--- src/verilog/crmc_pkg.sv ---
package crmc_pkg;
  // register indices; byte address is four times the index
  localparam logic [7:0] IDX_A_LOW_LO = 8'h6b;
  localparam logic [7:0] IDX_A_LOW_HI = 8'h6c;
  localparam logic [7:0] IDX_A_UP_LO = 8'h6d;
  localparam logic [7:0] IDX_A_UP_HI = 8'h6e;
  localparam logic [7:0] IDX_A_CYCLES = 8'h6f;
  localparam logic [7:0] IDX_A_PRESCALE = 8'h70;
  localparam logic [7:0] IDX_B_MULT_LO = 8'h71;
  localparam logic [7:0] IDX_B_MULT_HI = 8'h72;
  localparam logic [7:0] IDX_B_LOW = 8'h73;
  localparam logic [7:0] IDX_B_HIGH = 8'h74;
  localparam logic [7:0] IDX_STATUS = 8'h7b;
  localparam int NUM_CFG = 10;
  // slots of the configuration array, counted from the first index
  localparam logic [3:0] SLOT_A_LOW_LO = 4'h0;
  localparam logic [3:0] SLOT_A_LOW_HI = 4'h1;
  localparam logic [3:0] SLOT_A_UP_LO = 4'h2;
  localparam logic [3:0] SLOT_A_UP_HI = 4'h3;
  localparam logic [3:0] SLOT_A_CYCLES = 4'h4;
  localparam logic [3:0] SLOT_A_PRESCALE = 4'h5;
  localparam logic [3:0] SLOT_B_MULT_LO = 4'h6;
  localparam logic [3:0] SLOT_B_MULT_HI = 4'h7;
  localparam logic [3:0] SLOT_B_LOW = 4'h8;
  localparam logic [3:0] SLOT_B_HIGH = 4'h9;
  // writable bits per slot; reserved bits read as zero
  localparam logic [NUM_CFG-1:0][7:0] CFG_MASK = {8'hff, 8'hff, 8'h3f, 8'hff, 8'h01,
                                                  8'hff, 8'hff, 8'hff, 8'hff, 8'hff};
  localparam logic [7:0] CFG_RESET = 8'h00;
  // field positions
  localparam int PRESCALE_BIT = 0;
  localparam int MULT_HI_WIDTH = 6;
  localparam int STAT_A_FAIL_BIT = 0;
  localparam int STAT_B_FAIL_BIT = 1;
  // prescale ratio and axi responses
  localparam logic [1:0] PRESCALE_LAST = 2'h3;
  localparam logic [1:0] RESP_OKAY = 2'h0;
  localparam logic [1:0] RESP_SLVERR = 2'h2;
  // custom A window state
  typedef enum logic [1:0] {
    WIN_IDLE = 2'b01,
    WIN_MEAS = 2'b10
  } crmc_win_t;
endpackage : crmc_pkg

--- src/verilog/crmc_top.sv ---
// The AXI4-Lite interface to the registers was decided locally.
`timescale 1ns/1ns
module crmc_top #(
  parameter int ADDR_W = 12
) (
  input wire logic ref_clk_i,
  input wire logic rst_b_i,
  input wire logic [ADDR_W-1:0] s_axi_awaddr_i,
  input wire logic s_axi_awvalid_i,
  output logic s_axi_awready_o,
  input wire logic [31:0] s_axi_wdata_i,
  input wire logic [3:0] s_axi_wstrb_i,
  input wire logic s_axi_wvalid_i,
  output logic s_axi_wready_o,
  output logic [1:0] s_axi_bresp_o,
  output logic s_axi_bvalid_o,
  input wire logic s_axi_bready_i,
  input wire logic [ADDR_W-1:0] s_axi_araddr_i,
  input wire logic s_axi_arvalid_i,
  output logic s_axi_arready_o,
  output logic [31:0] s_axi_rdata_o,
  output logic [1:0] s_axi_rresp_o,
  output logic s_axi_rvalid_o,
  input wire logic s_axi_rready_i,
  input wire logic ref_a_i,
  input wire logic ref_b_i,
  output logic [15:0] cust_a_freq_lower_limit_o,
  output logic [15:0] cust_a_freq_upper_limit_o,
  output logic [7:0] cust_a_monitored_cycles_o,
  output logic cust_a_prescale_enable_o,
  output logic [13:0] cust_b_multiplier_o,
  output logic [7:0] cust_b_cycle_lower_bound_o,
  output logic [7:0] cust_b_cycle_upper_bound_o,
  output logic cust_a_window_done_o,
  output logic [15:0] cust_a_measured_o,
  output logic cust_a_fail_o,
  output logic cust_b_fail_o
);

  ////////////////////////////////////////////////////////////////////////////////
  // register bus

  logic [crmc_pkg::NUM_CFG-1:0][7:0] cfg, next_cfg;
  logic aw_full, next_aw_full, w_full, next_w_full;
  logic [ADDR_W-1:0] aw_addr, next_aw_addr;
  logic [7:0] w_data, next_w_data;
  logic w_strb0, next_w_strb0;
  logic bvalid, next_bvalid, rvalid, next_rvalid;
  logic [1:0] bresp, next_bresp, rresp, next_rresp;
  logic [7:0] rdata, next_rdata;
  logic wr_fire, wr_hit;
  logic [3:0] wr_slot;
  logic rd_hit, rd_status;
  logic [3:0] rd_slot;
  logic a_fail, b_fail;

  // address decode: index field, upper bits must be clear
  function automatic logic [4:0] crmc_decode(input logic [ADDR_W-1:0] addr);
    logic [7:0] diff;
    logic hit;
    diff = addr[9:2] - crmc_pkg::IDX_A_LOW_LO;
    hit = (addr[ADDR_W-1:10] == '0) && (diff < 8'(crmc_pkg::NUM_CFG));
    return {hit, diff[3:0]};
  endfunction : crmc_decode

  assign s_axi_awready_o = !aw_full && !bvalid;
  assign s_axi_wready_o = !w_full && !bvalid;
  assign s_axi_arready_o = !rvalid;
  assign wr_fire = aw_full && w_full;
  assign {wr_hit, wr_slot} = crmc_decode(aw_addr);
  assign {rd_hit, rd_slot} = crmc_decode(s_axi_araddr_i);
  assign rd_status = (s_axi_araddr_i[ADDR_W-1:10] == '0) && (s_axi_araddr_i[9:2] == crmc_pkg::IDX_STATUS);

  // address and data taken in either order, write once both are held
  always_comb begin
    next_aw_full = aw_full;
    next_aw_addr = aw_addr;
    next_w_full = w_full;
    next_w_data = w_data;
    next_w_strb0 = w_strb0;
    next_bvalid = bvalid;
    next_bresp = bresp;
    next_cfg = cfg;
    if (s_axi_awvalid_i && s_axi_awready_o) begin
      next_aw_full = 1'b1;
      next_aw_addr = s_axi_awaddr_i;
    end
    if (s_axi_wvalid_i && s_axi_wready_o) begin
      next_w_full = 1'b1;
      next_w_data = s_axi_wdata_i[7:0];
      next_w_strb0 = s_axi_wstrb_i[0];
    end
    if (bvalid && s_axi_bready_i) begin
      next_bvalid = 1'b0;
    end
    if (wr_fire) begin
      next_aw_full = 1'b0;
      next_w_full = 1'b0;
      next_bvalid = 1'b1;
      next_bresp = crmc_pkg::RESP_OKAY;
      if (wr_hit) begin
        if (w_strb0) begin
          next_cfg[wr_slot] = w_data & crmc_pkg::CFG_MASK[wr_slot];
        end
      end else if (aw_addr[ADDR_W-1:10] != '0 || aw_addr[9:2] != crmc_pkg::IDX_STATUS) begin
        next_bresp = crmc_pkg::RESP_SLVERR; // status write is ignored, others unmapped
      end
    end
  end

  // read answers one cycle after the address is taken
  always_comb begin
    next_rvalid = rvalid;
    next_rdata = rdata;
    next_rresp = rresp;
    if (rvalid && s_axi_rready_i) begin
      next_rvalid = 1'b0;
    end
    if (s_axi_arvalid_i && s_axi_arready_o) begin
      next_rvalid = 1'b1;
      next_rresp = crmc_pkg::RESP_OKAY;
      next_rdata = 8'h00;
      if (rd_hit) begin
        next_rdata = cfg[rd_slot];
      end else if (rd_status) begin
        next_rdata[crmc_pkg::STAT_A_FAIL_BIT] = a_fail;
        next_rdata[crmc_pkg::STAT_B_FAIL_BIT] = b_fail;
      end else begin
        next_rresp = crmc_pkg::RESP_SLVERR;
      end
    end
  end

  always_ff @(posedge ref_clk_i or negedge rst_b_i) begin
    if (!rst_b_i) begin
      cfg <= {crmc_pkg::NUM_CFG{crmc_pkg::CFG_RESET}};
      aw_full <= 1'b0;
      aw_addr <= '0;
      w_full <= 1'b0;
      w_data <= 8'h00;
      w_strb0 <= 1'b0;
      bvalid <= 1'b0;
      bresp <= 2'h0;
      rvalid <= 1'b0;
      rdata <= 8'h00;
      rresp <= 2'h0;
    end else begin
      cfg <= next_cfg;
      aw_full <= next_aw_full;
      aw_addr <= next_aw_addr;
      w_full <= next_w_full;
      w_data <= next_w_data;
      w_strb0 <= next_w_strb0;
      bvalid <= next_bvalid;
      bresp <= next_bresp;
      rvalid <= next_rvalid;
      rdata <= next_rdata;
      rresp <= next_rresp;
    end
  end

  assign s_axi_bvalid_o = bvalid;
  assign s_axi_bresp_o = bresp;
  assign s_axi_rvalid_o = rvalid;
  assign s_axi_rresp_o = rresp;
  assign s_axi_rdata_o = {24'h000000, rdata};

  // limits and settings handed to the monitor
  assign cust_a_freq_lower_limit_o = {cfg[crmc_pkg::SLOT_A_LOW_HI], cfg[crmc_pkg::SLOT_A_LOW_LO]};
  assign cust_a_freq_upper_limit_o = {cfg[crmc_pkg::SLOT_A_UP_HI], cfg[crmc_pkg::SLOT_A_UP_LO]};
  assign cust_a_monitored_cycles_o = cfg[crmc_pkg::SLOT_A_CYCLES];
  assign cust_a_prescale_enable_o = cfg[crmc_pkg::SLOT_A_PRESCALE][crmc_pkg::PRESCALE_BIT];
  assign cust_b_multiplier_o = {cfg[crmc_pkg::SLOT_B_MULT_HI][crmc_pkg::MULT_HI_WIDTH-1:0],
                                cfg[crmc_pkg::SLOT_B_MULT_LO]};
  assign cust_b_cycle_lower_bound_o = cfg[crmc_pkg::SLOT_B_LOW];
  assign cust_b_cycle_upper_bound_o = cfg[crmc_pkg::SLOT_B_HIGH];

  ////////////////////////////////////////////////////////////////////////////////
  // reference inputs: two-flop synchronisers and edge detect

  logic [2:0] ref_a_sync, ref_b_sync;
  logic a_edge, b_edge;

  always_ff @(posedge ref_clk_i or negedge rst_b_i) begin
    if (!rst_b_i) begin
      ref_a_sync <= 3'h0;
      ref_b_sync <= 3'h0;
    end else begin
      ref_a_sync <= {ref_a_sync[1:0], ref_a_i};
      ref_b_sync <= {ref_b_sync[1:0], ref_b_i};
    end
  end

  assign a_edge = ref_a_sync[1] && !ref_a_sync[2];
  assign b_edge = ref_b_sync[1] && !ref_b_sync[2];

  ////////////////////////////////////////////////////////////////////////////////
  // custom A: prescaler, window and frequency check

  logic [1:0] pre_cnt, next_pre_cnt;
  logic a_tick;
  crmc_pkg::crmc_win_t win_state, next_win_state;
  logic [7:0] tick_cnt, next_tick_cnt;
  logic [15:0] clk_cnt, next_clk_cnt, measured, next_measured;
  logic win_end, done, next_done, next_a_fail;

  // every fourth edge passes when the prescaler is on
  assign a_tick = a_edge && (!cust_a_prescale_enable_o || pre_cnt == crmc_pkg::PRESCALE_LAST);
  assign win_end = (win_state == crmc_pkg::WIN_MEAS) && a_tick && tick_cnt == cust_a_monitored_cycles_o;

  always_comb begin
    next_pre_cnt = pre_cnt;
    next_win_state = win_state;
    next_tick_cnt = tick_cnt;
    next_clk_cnt = clk_cnt;
    next_measured = measured;
    next_done = 1'b0;
    next_a_fail = a_fail;
    if (!cust_a_prescale_enable_o) begin
      next_pre_cnt = 2'h0;
    end else if (a_edge) begin
      next_pre_cnt = pre_cnt + 2'h1;
    end
    unique case (win_state)
      crmc_pkg::WIN_IDLE: begin
        if (a_tick) begin
          next_win_state = crmc_pkg::WIN_MEAS;
          next_tick_cnt = 8'h00;
          next_clk_cnt = 16'h0000;
        end
      end
      crmc_pkg::WIN_MEAS: begin
        if (clk_cnt != 16'hffff) begin
          next_clk_cnt = clk_cnt + 16'h0001; // saturates on a dead reference
        end
        if (win_end) begin
          // window closes; the same edge opens the next one
          next_done = 1'b1;
          next_measured = clk_cnt;
          next_a_fail = (clk_cnt < cust_a_freq_lower_limit_o) || (clk_cnt > cust_a_freq_upper_limit_o);
          next_tick_cnt = 8'h00;
          next_clk_cnt = 16'h0000;
        end else if (a_tick) begin
          next_tick_cnt = tick_cnt + 8'h01;
        end
      end
      default: begin
        next_win_state = crmc_pkg::WIN_IDLE;
      end
    endcase
  end

  always_ff @(posedge ref_clk_i or negedge rst_b_i) begin
    if (!rst_b_i) begin
      pre_cnt <= 2'h0;
      win_state <= crmc_pkg::WIN_IDLE;
      tick_cnt <= 8'h00;
      clk_cnt <= 16'h0000;
      measured <= 16'h0000;
      done <= 1'b0;
      a_fail <= 1'b0;
    end else begin
      pre_cnt <= next_pre_cnt;
      win_state <= next_win_state;
      tick_cnt <= next_tick_cnt;
      clk_cnt <= next_clk_cnt;
      measured <= next_measured;
      done <= next_done;
      a_fail <= next_a_fail;
    end
  end

  assign cust_a_window_done_o = done;
  assign cust_a_measured_o = measured;
  assign cust_a_fail_o = a_fail;

  ////////////////////////////////////////////////////////////////////////////////
  // custom B: single-cycle period check

  logic [7:0] period, next_period;
  logic b_seen, next_b_seen, next_b_fail;

  always_comb begin
    next_period = period;
    next_b_seen = b_seen;
    next_b_fail = b_fail;
    if (b_edge) begin
      next_b_seen = 1'b1;
      next_period = 8'h01;
      if (b_seen) begin
        next_b_fail = (period < cust_b_cycle_lower_bound_o) || (period > cust_b_cycle_upper_bound_o);
      end
    end else if (period != 8'hff) begin
      next_period = period + 8'h01; // saturates on a dead reference
    end
  end

  always_ff @(posedge ref_clk_i or negedge rst_b_i) begin
    if (!rst_b_i) begin
      period <= 8'h00;
      b_seen <= 1'b0;
      b_fail <= 1'b0;
    end else begin
      period <= next_period;
      b_seen <= next_b_seen;
      b_fail <= next_b_fail;
    end
  end

  assign cust_b_fail_o = b_fail;
endmodule : crmc_top

--- config.mk ---
export PLATFORM = sky130hd
export DESIGN_NAME = crmc_top
export DESIGN_NICKNAME = d
export VERILOG_FILES = /design/src/verilog/crmc_pkg.sv /design/src/verilog/crmc_top.sv
export SDC_FILE = /design/constraint.sdc
export NUM_CORES = 1
export LEC_CHECK = 0
export BUFFER_PORTS_ARGS = -buffer_cell sky130_fd_sc_hd__clkbuf_2
export CAP_MARGIN = 20
export CORE_ASPECT_RATIO = 0.7
export CORE_UTILIZATION = 60
export CTS_CLUSTER_DIAMETER = 150
export DETAILED_ROUTE_END_ITERATION = 6
export HOLD_SLACK_MARGIN = 0.1
export PLACE_DENSITY = 0.86
export SLEW_MARGIN = 10
export SYNTH_ARGS = -nofsm -noshare
export SYNTH_HDL_FRONTEND = slang
export SYNTH_SLANG_ARGS = --single-unit
--- constraint.sdc ---
create_clock -name ref_clk_i -period 3.8 [get_ports ref_clk_i]
set_input_delay 0.76 -clock ref_clk_i [delete_from_list [all_inputs] [get_ports ref_clk_i]]
set_output_delay 0.76 -clock ref_clk_i [all_outputs]
set_load 0.01 [all_outputs]
Yosys cells after proc, flatten, opt, wreduce, memory -nomap -nowiden:

Memory sizes are Yosys's and may differ from the RTL's.
Cells that the tools add are included.

* add/subtract/negate cells: 6
* magnitude comparators: 9
* equality and inequality tests: 12
* mux-type cells: 37
* bitwise logic cells: 2
* reductions and logical operators: 43

Operators with widths (number)
* bitwise mux 80 bit: 1
* 2-to-1 mux 8 bit: 8
* 2-to-1 mux 16 bit: 3
* binary-select mux 8 bit (select 4 bit): 1
* demux 8 bit (select 4 bit): 1
* one-hot mux 16 bit (2 select lines): 1
* 2-to-1 mux 2 bit: 9
* logical AND 1 bit: 17
* adder 16 x 1 -> 16 bit, second input constant: 1
* adder 8 x 1 -> 8 bit, second input constant: 2
* greater-than comparator 16 bit: 1
* less-than comparator 16 bit: 1
* less-than comparator 8 x 4 -> 1 bit, second input constant: 2
* inequality test 16 bit, second input constant: 1
* one-hot mux 8 bit (2 select lines): 1
* subtractor 8 x 7 -> 8 bit, second input constant: 2
* nonzero test 2 bit: 7
* less-than comparator 4 x 5 -> 1 bit, second input constant: 2
* 2-to-1 mux 1 bit: 10
* AND reduction 3 bit: 3
* AND 8 bit: 1
* equality test 8 x 7 -> 1 bit, second input constant: 1
* equality test 8 bit: 1
* greater-than comparator 8 bit: 1
* 18 further kinds: 31

* register bits after elaboration: 179
* ROM bits: 128
* bits of input ports: 69
* output and inout bits: 131
* memories: 1

Memory list
* (name not given): words 16, width 8, rd ports 1, clocked after memory_dff 0, wr ports 0, RTL line crmc_top.sv:103 `next_cfg[wr_slot] = w_data & crmc_pkg::CFG_MASK[wr_slot];`

Logic depth before layout (Yosys ltp):

Gate-level depths: netlist of run 1.

* depth after elaboration: 7
* depth in mapped cells: 10
* gate-level depth less buffers: 9

Least setup slack after synthesis of run 1:

Ideal clock, no wire load.

* path kind: input to register
* start: in s_axi_araddr_i[2]
* end: reg rdata[7]
* setup time: 138 ps
* arrival time: 2411 ps
* setup slack: 1251 ps
* cell stages on the path: 8
* path through: ha_1 -> buf_2 -> buf_2 -> mux4_2 -> mux2i_1 -> nor2_1 -> a31oi_1 -> o21ai_0

* cells in the longest elaborated chain, start to end: 4
* elaborated cells between the ends (all ways): 6
* classes of those cells: 1 x add/sub; 1 x order compare; 3 x mux; 1 x reduce/logical

Ends and longest elaborated chain
* from (decl): RTL line crmc_top.sv:18 `input wire logic [ADDR_W-1:0] s_axi_araddr_i,`
* subtractor 8 x 7 -> 8 bit (*): RTL line crmc_top.sv:61 `diff = addr[9:2] - crmc_pkg::IDX_A_LOW_LO;`
* less-than comparator 8 x 4 -> 1 bit / binary-select mux 8 bit (select 4 bit) (equally long branches): RTL line crmc_top.sv:62, crmc_top.sv:124
* logical AND 1 bit / 2-to-1 mux 8 bit (equally long branches): RTL line crmc_top.sv:62, crmc_top.sv:124
* 2-to-1 mux 6 bit (*): RTL line crmc_top.sv:123 `if (rd_hit) begin`
* to (signal assigned): RTL line crmc_top.sv:157 `rdata <= next_rdata;`
* to (decl): RTL line crmc_top.sv:50 `logic [7:0] rdata, next_rdata;`

Mark *: on every way between the ends. The rest lies on a longest branch, timed or not. The select of a mux whose other input is x is not followed.
A chain may end at the register's enable or synchronous reset.

Worst setup path after layout of run 1:

* start: reg clk_cnt[1]
* end: reg clk_cnt[13]

* cells in the longest elaborated chain, start to end: 4
* elaborated cells between the ends (all ways): 7
* classes of those cells: 1 x add/sub; 2 x eq/ne; 3 x mux; 1 x reduce/logical

Ends and longest elaborated chain
* from (decl): RTL line crmc_top.sv:204 `logic [15:0] clk_cnt, next_clk_cnt, measured, next_measured;`
* from (signal assigned): RTL line crmc_top.sv:266 `clk_cnt <= next_clk_cnt;`
* adder 16 x 1 -> 16 bit: RTL line crmc_top.sv:234 `next_clk_cnt = clk_cnt + 16'h0001;`
* 2-to-1 mux 16 bit: RTL line crmc_top.sv:233 `if (clk_cnt != 16'hffff) begin`
* 2-to-1 mux 16 bit: RTL line crmc_top.sv:236 `if (win_end) begin`
* one-hot mux 16 bit (2 select lines): RTL line crmc_top.sv:224 `unique case (win_state)`

Parallel ways exist; a longest one is shown, timed or not. The select of a mux whose other input is x is not followed.

==> results.yml, run 1 <==
run_status:
  status: "completed"
route:
  route.detailed.drc: 0
  drt-total-wl_um: 24200
  drtIter0Drc: 704
  routed_via_density: 5.89
  wl_per_cell_um: 19.4
  dr.pass1.iters: 5
  drt.antenna.violating_nets: 0
  vias: 7352
setup_path:
  r2r_cells: 7
  endpoint_kind: "register"
  r2r-start: "clk_cnt[1]"
  rrSetupSlack_ps: 910
  start_kind: "register"
  critPathRequiredTime_ps: 4140
  path_max_fanout: 18
  worstPathArrival_ps: 3230
  reg2reg_to: "clk_cnt[13]"
  path_class: "reg2reg"
yosys:
  synthCells: 943
  synth_top_family_by_area: "multiplexers"
  synthSimpleGateAreaFrac: 0.131
  synthMuxAreaShare: 0.151
  synth-seq-cells: 175
  synth-xor-area-share: 0.0308
  synth_compound_area_frac: 0.0747
  yosys_warnings: 0
  syn_area_um2: 10100
  synth_cell_types: 66
  avgSynthCellArea_um2: 10.8
  ys_seq_area_frac: 0.432
  synthArstFlopShare: 1.00
  ys.flop_type: "dfrtp_1"
  synth_edf_count: 0
  synthAdderAreaFrac: 0.0715
clock_tree:
  clock_sinks: 175
  clock_path_buffers: 2
  cts-root-buf: "clkbuf_16"
  cts_tree: "built"
  cts_max_level: 4
  insertion_delay_ps: 440
  hold_buffers: 0
  clk_pin_slew_ps: 70
  numCtsBuffers: 17
  post_cts_resized: 0
  post_cts_buffers: 0
timing:
  timing.clock.skew_ps: 10.3
  fin_crit_ps: 2890
  slew_viol_final: 0
  worst_pin_slew_ps: 997
  final-hold-violation-count: 0
  tns_ps: 0
  setup_viol: 0
  slew-limit-headroom: 0.334
  rsz0062_at_grt: "no"
  fmax_ghz: 0.346
  finalCritPeriodShare: 0.762
cells_and_area:
  n_antenna_cell: 0
  nNetsFinal: 1138
  fillers: 1261
  final_common_cell: "dfrtp_1"
  drive_gt1_frac: 0.296
  multi_input_area_um2: 4750
  area_delta_synth_final_pct: 8.64
  utilization: 0.670
  seqCellArea_um2: 4380
  mostFrequentLayoutCells: "dfrtp_1, clkbuf_2, mux2_2, nand2_1, inv_1"
die:
  chipWidth_um: 157
  ios: 200
  die_h_um: 111
  core-area_um2: 16400
  rows: 39
  dieArea_um2: 17400
  start_util: 0.617
grt:
  grt.total_usage: 0.293
  antenna_found_initial: 0
  grt_pass1_vias: 7232
  grt_pass1_wl_um: 38600
  grt_overflow: 0
  grt_max_degree: 109
worst_hold_path:
  worstHoldStart: "ref_a_sync[0]"
  min_delay_path_depth: 0
  hold_path_class: "reg2reg"
  min_to: "ref_a_sync[1]"
placed_design:
  place.gp.congestion: 0.913
  io_buffers: 142
  dp_hpwl_um: 17500
power_and_ir_drop:
  vdd_drop_max_mv: 0.561
  power_density_nw_per_um2: 505
  leakage_nw: 5.54
run:
  cap_violations: 0
worst max-delay path by stage:
stage,slack (ps),endpoint,startpoint
floorplan,1250,rdata[7],s_axi_araddr_i[2]
global placement,760,rdata[1],s_axi_araddr_i[2]
detailed placement,730,rdata[1],s_axi_araddr_i[2]
CTS,970,cfg[47],aw_addr[2]
global route,750,clk_cnt[13],clk_cnt[1]
finish,910,clk_cnt[13],clk_cnt[1]
per-stage QoR:
step           std cells  cell area [µm²]  hold slack, ps  setup slack, ps  power [mW]
2_1_floorplan        968            10200             331             1250        3.43
3_3_place_gp        1217            10400             333              764        3.74
3_5_place_dp        1217            10400             336              732        3.81
4_1_cts             1249            11000             350              967        5.56
5_1_grt             1249            11000             370              746        5.84
6_report            1249            11000             347              906        5.57
synth_stat cells (all sizes together) (17+ instances only):
master / n / area share
a21oi: 21 / 0.010
buf: 110 / 0.081
dfrtp: 174 / 0.43
ha: 58 / 0.072
inv: 62 / 0.023
mux2: 94 / 0.10
nand2: 82 / 0.030
nand3: 19 / 0.0094
nand4: 18 / 0.020
nor2: 50 / 0.018
o21ai: 41 / 0.020
xnor2: 17 / 0.015
xor2: 17 / 0.015
cells by family after synthesis:
kind of cell | after synthesis
XOR/XNOR | 34
adder cells (fa/ha/maj) | 58
multiplexers | 121
flip-flops | 175
buffers and inverters | 188
other | 1
AO/OA/AOI/OAI | 119
AND/OR/NAND/NOR | 247
critical path, cell delays in order (launching register included):
cell and delay [ps]:
dfrtp_1 500, ha_1 230, nand3_1 290, nor3b_1 520, a221o_1 680, nor3_1 140, a311o_1 380, o31ai_1 70
where the power goes:
group | switching (mW) | internal, mW
Clock | 0.783 | 0.969
Sequential | 0.243 | 2.07
Combinational | 0.956 | 0.546
Total | 1.98 | 3.58
final cells by class:
class,count,area share
repair buffers,150,0.0716
flip-flops and latches,175,0.397
inverters,62,0.0211
multi-input cells,605,0.431
clock inverters,12,0.0111
well taps,225,0.0255
clock buffers,20,0.0423
state kept, by name, indices dropped and copies added, names as in the netlist, 9 cells and up:
name / cells
cfg: 9
aw_addr: 10
cust_b_multiplier_o: 14
clk_cnt: 16
cust_a_measured_o: 16
cust_a_freq_lower_limit_o: 16
cust_a_freq_upper_limit_o: 16
per-layer routing:
| metal | vias to the layer above | part of all wire | GRT usage | wire (µm) |
|---|---|---|---|---|
| met5 | - | 0 | 0 | 0 |
| met4 | 0 | 0.018 | 0.0893 | 447 |
| met3 | 44 | 0.094 | 0.0927 | 2290 |
| met2 | 348 | 0.44 | 0.434 | 10600 |
| met1 | 3650 | 0.45 | 0.410 | 10900 |
| li1 | 3310 | - | - | - |
(Power assumes the default switching activity.)
==> inputs of run 2 (changes only) <==
--- a/config.mk
+++ b/config.mk
@@ -5,14 +5,15 @@
 export SDC_FILE = /design/constraint.sdc
 export NUM_CORES = 1
 export LEC_CHECK = 0
+export ABC_AREA = 1
 export BUFFER_PORTS_ARGS = -buffer_cell sky130_fd_sc_hd__clkbuf_2
 export CAP_MARGIN = 20
 export CORE_ASPECT_RATIO = 0.7
-export CORE_UTILIZATION = 60
+export CORE_UTILIZATION = 51
 export CTS_CLUSTER_DIAMETER = 150
 export DETAILED_ROUTE_END_ITERATION = 6
 export HOLD_SLACK_MARGIN = 0.1
-export PLACE_DENSITY = 0.86
+export PLACE_DENSITY = 0.77
 export SLEW_MARGIN = 10
 export SYNTH_ARGS = -nofsm -noshare
 export SYNTH_HDL_FRONTEND = slang
==> constraint.sdc (replaced) <==
create_clock -name ref_clk_i -period 2.6 [get_ports ref_clk_i]
set_input_delay 0.52 -clock ref_clk_i [delete_from_list [all_inputs] [get_ports ref_clk_i]]
set_output_delay 0.52 -clock ref_clk_i [all_outputs]
set_load 0.01 [all_outputs]
==> run 2 against run 1 <==
Effect of this change: critical path depth grew 5; area after synthesis up 8.7%; synthesized cell count up 53%; non-clock buffer count increased by 21.
==> results.yml, run 2 <==
grt:
  antenna_found_initial: 0
  grt_pass1_wl_um: 46900
  grt_overflow: 0
  grt_max_degree: 64
  grt.total_usage: 0.274
  grt_pass1_vias: 8697
route:
  route.detailed.drc: 0
  vias: 9769
  drtIter0Drc: 896
  drt-total-wl_um: 29600
  routed_via_density: 5.40
  dr.pass1.iters: 6
  drt.antenna.violating_nets: 0
  wl_per_cell_um: 16.4
yosys:
  yosys_warnings: 0
  ys_seq_area_frac: 0.397
  ys.flop_type: "dfrtp_1"
  synth_edf_count: 0
  synth_most_common_cell: "nand2_1"
  synth_top_area_share: 0.395
  synth-seq-cells: 175
  syn_area_um2: 11000
  synth_cell_types: 46
  synth_area_leaders: "dfrtp_1, nand2_1, buf_4"
  synthTopCellsByCount: "nand2_1, dfrtp_1, inv_1"
  synthCells: 1445
  synthArstFlopShare: 1.00
  synth_largest_area_cell: "dfrtp_1"
  avgSynthCellArea_um2: 7.63
cells_and_area:
  mostFrequentLayoutCells: "nand2_1, dfrtp_1, inv_1, clkbuf_2, nor2_1"
  area_delta_synth_final_pct: 9.06
  drive_gt1_frac: 0.159
  n_antenna_cell: 0
  final_common_cell: "nand2_1"
  nNetsFinal: 1648
setup_path:
  r2r_cells: 12
  path_max_fanout: 14
  path_class: "reg2reg"
  cp.depth: 12
  rrSetupSlack_ps: 290
  start_kind: "register"
  cp-startpoint: "win_state[0]"
  crit_chain: "inv_1 > ha_1 > inv_1 > nor2_1 > nand3_1 > nor2_1 > nand3_2 > nand2_2 > nand2_1 > nand2_1 > nand2_1 > nand2_1"
  worst-path-buf-inv: 2
  slowest_delay_ps: 380
  r2r-start: "win_state[0]"
  crit_family: "simple AND/OR/NAND/NOR gates"
  critPathRequiredTime_ps: 2980
  reg2reg_to: "clk_cnt[5]"
  endpoint_kind: "register"
  cpMostUsedCell: "nand2_1"
  worstPathArrival_ps: 2690
  slowest_stage: "dfstp_2"
run_status:
  status: "completed"
die:
  chipWidth_um: 178
  ios: 200
  dieArea_um2: 22200
  die_h_um: 125
  start_util: 0.526
  rows: 44
  core-area_um2: 21000
timing:
  worst_pin_slew_ps: 935
  finalCritPeriodShare: 0.889
  fin_crit_ps: 2310
  final-hold-violation-count: 0
  fin_hold_ws_ps: 181
  slew-limit-headroom: 0.374
  rsz0062_at_grt: "no"
  slew_viol_final: 0
  timing.clock.skew_ps: 16.2
  fmax_ghz: 0.433
  tns_ps: 0
  setup_viol: 0
clock_tree:
  post_cts_buffers: 0
  cts_tree: "built"
  insertion_delay_ps: 450
  numCtsBuffers: 17
  cts-root-buf: "clkbuf_16"
  clk_pin_slew_ps: 70
  clock_path_buffers: 2
  clock_sinks: 175
  cts_max_level: 4
power_and_ir_drop:
  power_mw: 8.96
  vdd_drop_max_mv: 0.552
  leakage_nw: 6.44
  power_density_nw_per_um2: 744
placed_design:
  dp_hpwl_um: 22200
  place.gp.congestion: 0.971
  io_buffers: 142
worst_hold_path:
  min_delay_path_depth: 1
  min_to: "ref_b_sync[0]"
  worstHoldStart: "ref_b_i"
  hold_path_class: "in2reg"
run:
  cap_violations: 0
## run 2: how the worst max path moves through the flow
| stage | endpoint |
|---|---|
| floorplan | rdata[0] |
| global placement | rdata[0] |
| detailed placement | cust_b_multiplier_o[8] |
| CTS | cust_b_multiplier_o[8] |
| global route | cust_b_cycle_lower_bound_o[3] |
| finish | clk_cnt[5] |
## run 2: layout make-up
cell class,count,area (µm²)
clock buffer,21,450
clock inverter,11,108
fill,1935,8940
inverter,157,589
multi-input combinational,999,5170
sequential,175,4380
tap,276,345
timing repair buffer,171,987
## run 2: routing by layer
metal  share of wire  GRT usage  routed length, µm  up-vias
li1                -          -                  -     4714
met1            0.47      0.417              13800     4562
met2            0.42      0.389              12400      438
met3           0.095     0.0584               2830       55
met4           0.020     0.0784                603        0
met5               0          0                  0        -
## run 2: power breakdown
part | internal, mW | switching, mW | leakage [nW]
combinational | 0.889 | 2.19 | 3.84
clock | 1.35 | 1.14 | 0.257
sequential | 3.05 | 0.346 | 2.34
## run 2: cell families after synthesis
kind of cell    Yosys count  share of synthesized area
simple gates            749                      0.303
compound gates          138                     0.0661
buf+inv                 296                      0.143
xor+xnor                 23                     0.0189
flops                   175                      0.397
mux                       5                    0.00510
other cells               1                   0.000340
fa+ha+maj                58                     0.0658
## run 2: stage by stage
step	instance area, µm²	setup slack [ps]	utilization	instances
floorplan	11100	737	-	1470
global placement	11500	362	0.547	1777
detailed placement	11500	294	0.547	1777
CTS	12000	292	0.574	1810
global route	12000	69.8	0.574	1810
finish	12000	289	0.574	1810
## run 2: worst reg2reg max path, cell delays in order (launching register included)
cell and delay (ps):
dfstp_2 380, inv_1 70, ha_1 250, inv_1 80, nor2_1 120, nand3_1 80
nor2_1 110, nand3_2 280, nand2_2 210, nand2_1 120, nand2_1 360, nand2_1 100
nand2_1 80
## run 2: timing repair
item / CTS / global route
endpoints found under the hold margin: 42 / 0
hold buffers: 1 / 0
resized for setup: 0 / 0
==> inputs of run 3 (changes only) <==
--- a/config.mk
+++ b/config.mk
@@ -6,14 +6,16 @@
 export NUM_CORES = 1
 export LEC_CHECK = 0
 export ABC_AREA = 1
-export BUFFER_PORTS_ARGS = -buffer_cell sky130_fd_sc_hd__clkbuf_2
+export BUFFER_PORTS_ARGS = -buffer_cell sky130_fd_sc_hd__buf_2
 export CAP_MARGIN = 20
 export CORE_ASPECT_RATIO = 0.7
 export CORE_UTILIZATION = 51
 export CTS_CLUSTER_DIAMETER = 150
 export DETAILED_ROUTE_END_ITERATION = 6
 export HOLD_SLACK_MARGIN = 0.1
+export MAX_ROUTING_LAYER = met4
 export PLACE_DENSITY = 0.77
+export SKIP_CTS_REPAIR_TIMING = 1
 export SLEW_MARGIN = 10
 export SYNTH_ARGS = -nofsm -noshare
 export SYNTH_HDL_FRONTEND = slang
==> run 3 against run 2 <==
Effect of this change: wire length up 1.3%; sequential cell count unchanged; design area down 0.22%; sequential power about the same; clock-buffer cell count down 4; sequential share of layout area up 0.079 points; combinational power about the same; critical path depth down 3; final cell count down 0.28%; worst setup slack worse by 45 ps; critical path type unchanged; critical endpoint is now cust_b_cycle_lower_bound_o[0]; largest power group unchanged.
==> results.yml, run 3 (synthesis gave the netlist of run 2 again) <==
run_status:
  status: "completed"
route:
  route.detailed.drc: 0
  vias: 9798
  drt-total-wl_um: 30000
  routed_via_density: 5.43
  drt.antenna.violating_nets: 0
  drtIter0Drc: 1085
  dr.pass1.iters: 6
  wl_per_cell_um: 16.6
worst_hold_path:
  hold_path_class: "in2async"
cells_and_area:
  utilization: 0.572
  fillers: 1951
  nNetsFinal: 1643
  multi_input_area_um2: 5170
  seqCellArea_um2: 4380
  final_common_cell: "nand2_1"
  n_antenna_cell: 0
  mostFrequentLayoutCells: "nand2_1, dfrtp_1, inv_1, buf_2, nor2_1"
  drive_gt1_frac: 0.159
  area_delta_synth_final_pct: 8.82
grt:
  busiest_layer: "met1"
  grt.total_usage: 0.288
  gr-usage-met1: 0.415
  grt_overflow: 0
  antenna_found_initial: 0
  use_met2: 0.405
  grt_pass1_wl_um: 47800
  grt_pass1_vias: 8864
  use_met3: 0.0703
  grt_max_degree: 61
die:
  rows: 44
  dieArea_um2: 22200
  chipWidth_um: 178
  start_util: 0.526
  die_h_um: 125
  ios: 200
  core-area_um2: 21000
power_and_ir_drop:
  netSwitchingFraction: 0.423
  power_density_nw_per_um2: 752
  leakage_nw: 6.51
  switchingPower_mw: 3.82
  power_frac_clock: 0.282
  vdd_drop_max_mv: 0.526
  power_frac_seq: 0.377
  intPower_mw: 5.20
  power_frac_comb: 0.341
timing:
  slew_viol_final: 0
  fin_ws_ps: 245
  slew-limit-headroom: 0.346
  rsz0062_at_grt: "no"
  timing.clock.skew_ps: 9.69
  finalCritPeriodShare: 0.906
  fin_crit_ps: 2360
  final-hold-violation-count: 0
  fmax_ghz: 0.425
  worst_pin_slew_ps: 978
  tns_ps: 0
  setup_viol: 0
clock_tree:
  clk_pin_slew_ps: 80
  cts_max_level: 4
  insertion_delay_ps: 450
  numCtsBuffers: 17
  cts-root-buf: "clkbuf_16"
  clock_sinks: 175
  cts_tree: "built"
  clock_path_buffers: 2
placed_design:
  io_buffers: 142
  post-place-ws_ps: 267
  place.gp.congestion: 0.955
  dp_hpwl_um: 22300
setup_path:
  slowest_delay_ps: 440
  path_class: "reg2reg"
  path_max_fanout: 37
  crit_chain: "ha_1 > o21ai_1 > xor2_1 > nand3_1 > nor2_4 > buf_12 > nand3_1 > nand2_1 > nand2_1"
  worstPathArrival_ps: 2690
  endpoint_kind: "register"
  critPathRequiredTime_ps: 2940
  start_kind: "register"
  slowest_stage: "dfrtp_1"
run:
  cap_violations: 0
==> run 3: changes by cell type in the layout (fill, tap and decap cells not counted), sizes merged <==
cell | before | now
bufinv | 1 | 0
dlygate4sd3 | 1 | 0
buf | 29 | 166
clkbuf | 162 | 17
clkinvlp | 5 | 3
clkinv | 4 | 5
inv | 158 | 164
==> run 3: critical path: cells and delay by family, from the launching register on <==
| family | cells | cell delay [ps] |
|---|---|---|
| compound gates | 1 | 180 |
| xor+xnor | 1 | 180 |
| fa+ha+maj | 1 | 280 |
| buf+inv | 1 | 240 |
| flops | 1 | 440 |
| simple gates | 5 | 910 |
==> run 3: cell type report <==
type                            count  share of cell area
Tap cell                          276              0.0288
Clock inverter                     15              0.0122
Sequential cell                   175               0.365
Clock buffer                       17              0.0354
Timing Repair Buffer              166              0.0789
Multi-Input combinational cell    999               0.431
Inverter                          157              0.0491
==> run 3: power by group through the flow <==
stage / clock network [mW] / logic, mW / registers, mW
final: 2.54 / 3.08 / 3.40
after floorplan: 0 / 2.26 / 3.33
after CTS: 2.56 / 3.05 / 3.39
after global placement: 0 / 2.94 / 3.42
after global routing: 2.67 / 3.43 / 3.44
after detailed placement: 0 / 3.03 / 3.44
==> run 3: per-layer routing <==
| layer | up-vias | part of all wire |
|---|---|---|
| li1 | 4692 | - |
| met4 | 0 | 0.013 |
| met2 | 413 | 0.43 |
| met1 | 4654 | 0.47 |
| met3 | 39 | 0.090 |
| met5 | - | 0 |
==> run 3: metrics by stage <==
stage                     power, mW  instance area (µm²)  hold WS, ps  instances
after CTS                      8.99                12000         73.1       1805
after global routing           9.54                12000          109       1805
after detailed placement       6.47                11400          336       1773
after global placement         6.36                11400          332       1773
final                          9.02                12000         59.3       1805
after floorplan                5.58                11100          224       1470
==> run 3: path summary, 6_finish.rpt <==
path | start | end | slack (ps) | cells after the start
max | aw_addr[2] | cust_b_cycle_lower_bound_o[0] | 240 | 9
min | rst_b_i | tick_cnt[5] | 60 | 1
max reg2reg | aw_addr[2] | cust_b_cycle_lower_bound_o[0] | 240 | 9
min reg2reg | ref_b_sync[0] | ref_b_sync[1] | 350 | 0
max in group asynchronous | rst_b_i | cust_a_freq_lower_limit_o[5] | 1790 | 2
min in group ref_clk_i | ref_a_i | ref_a_sync[0] | 180 | 1
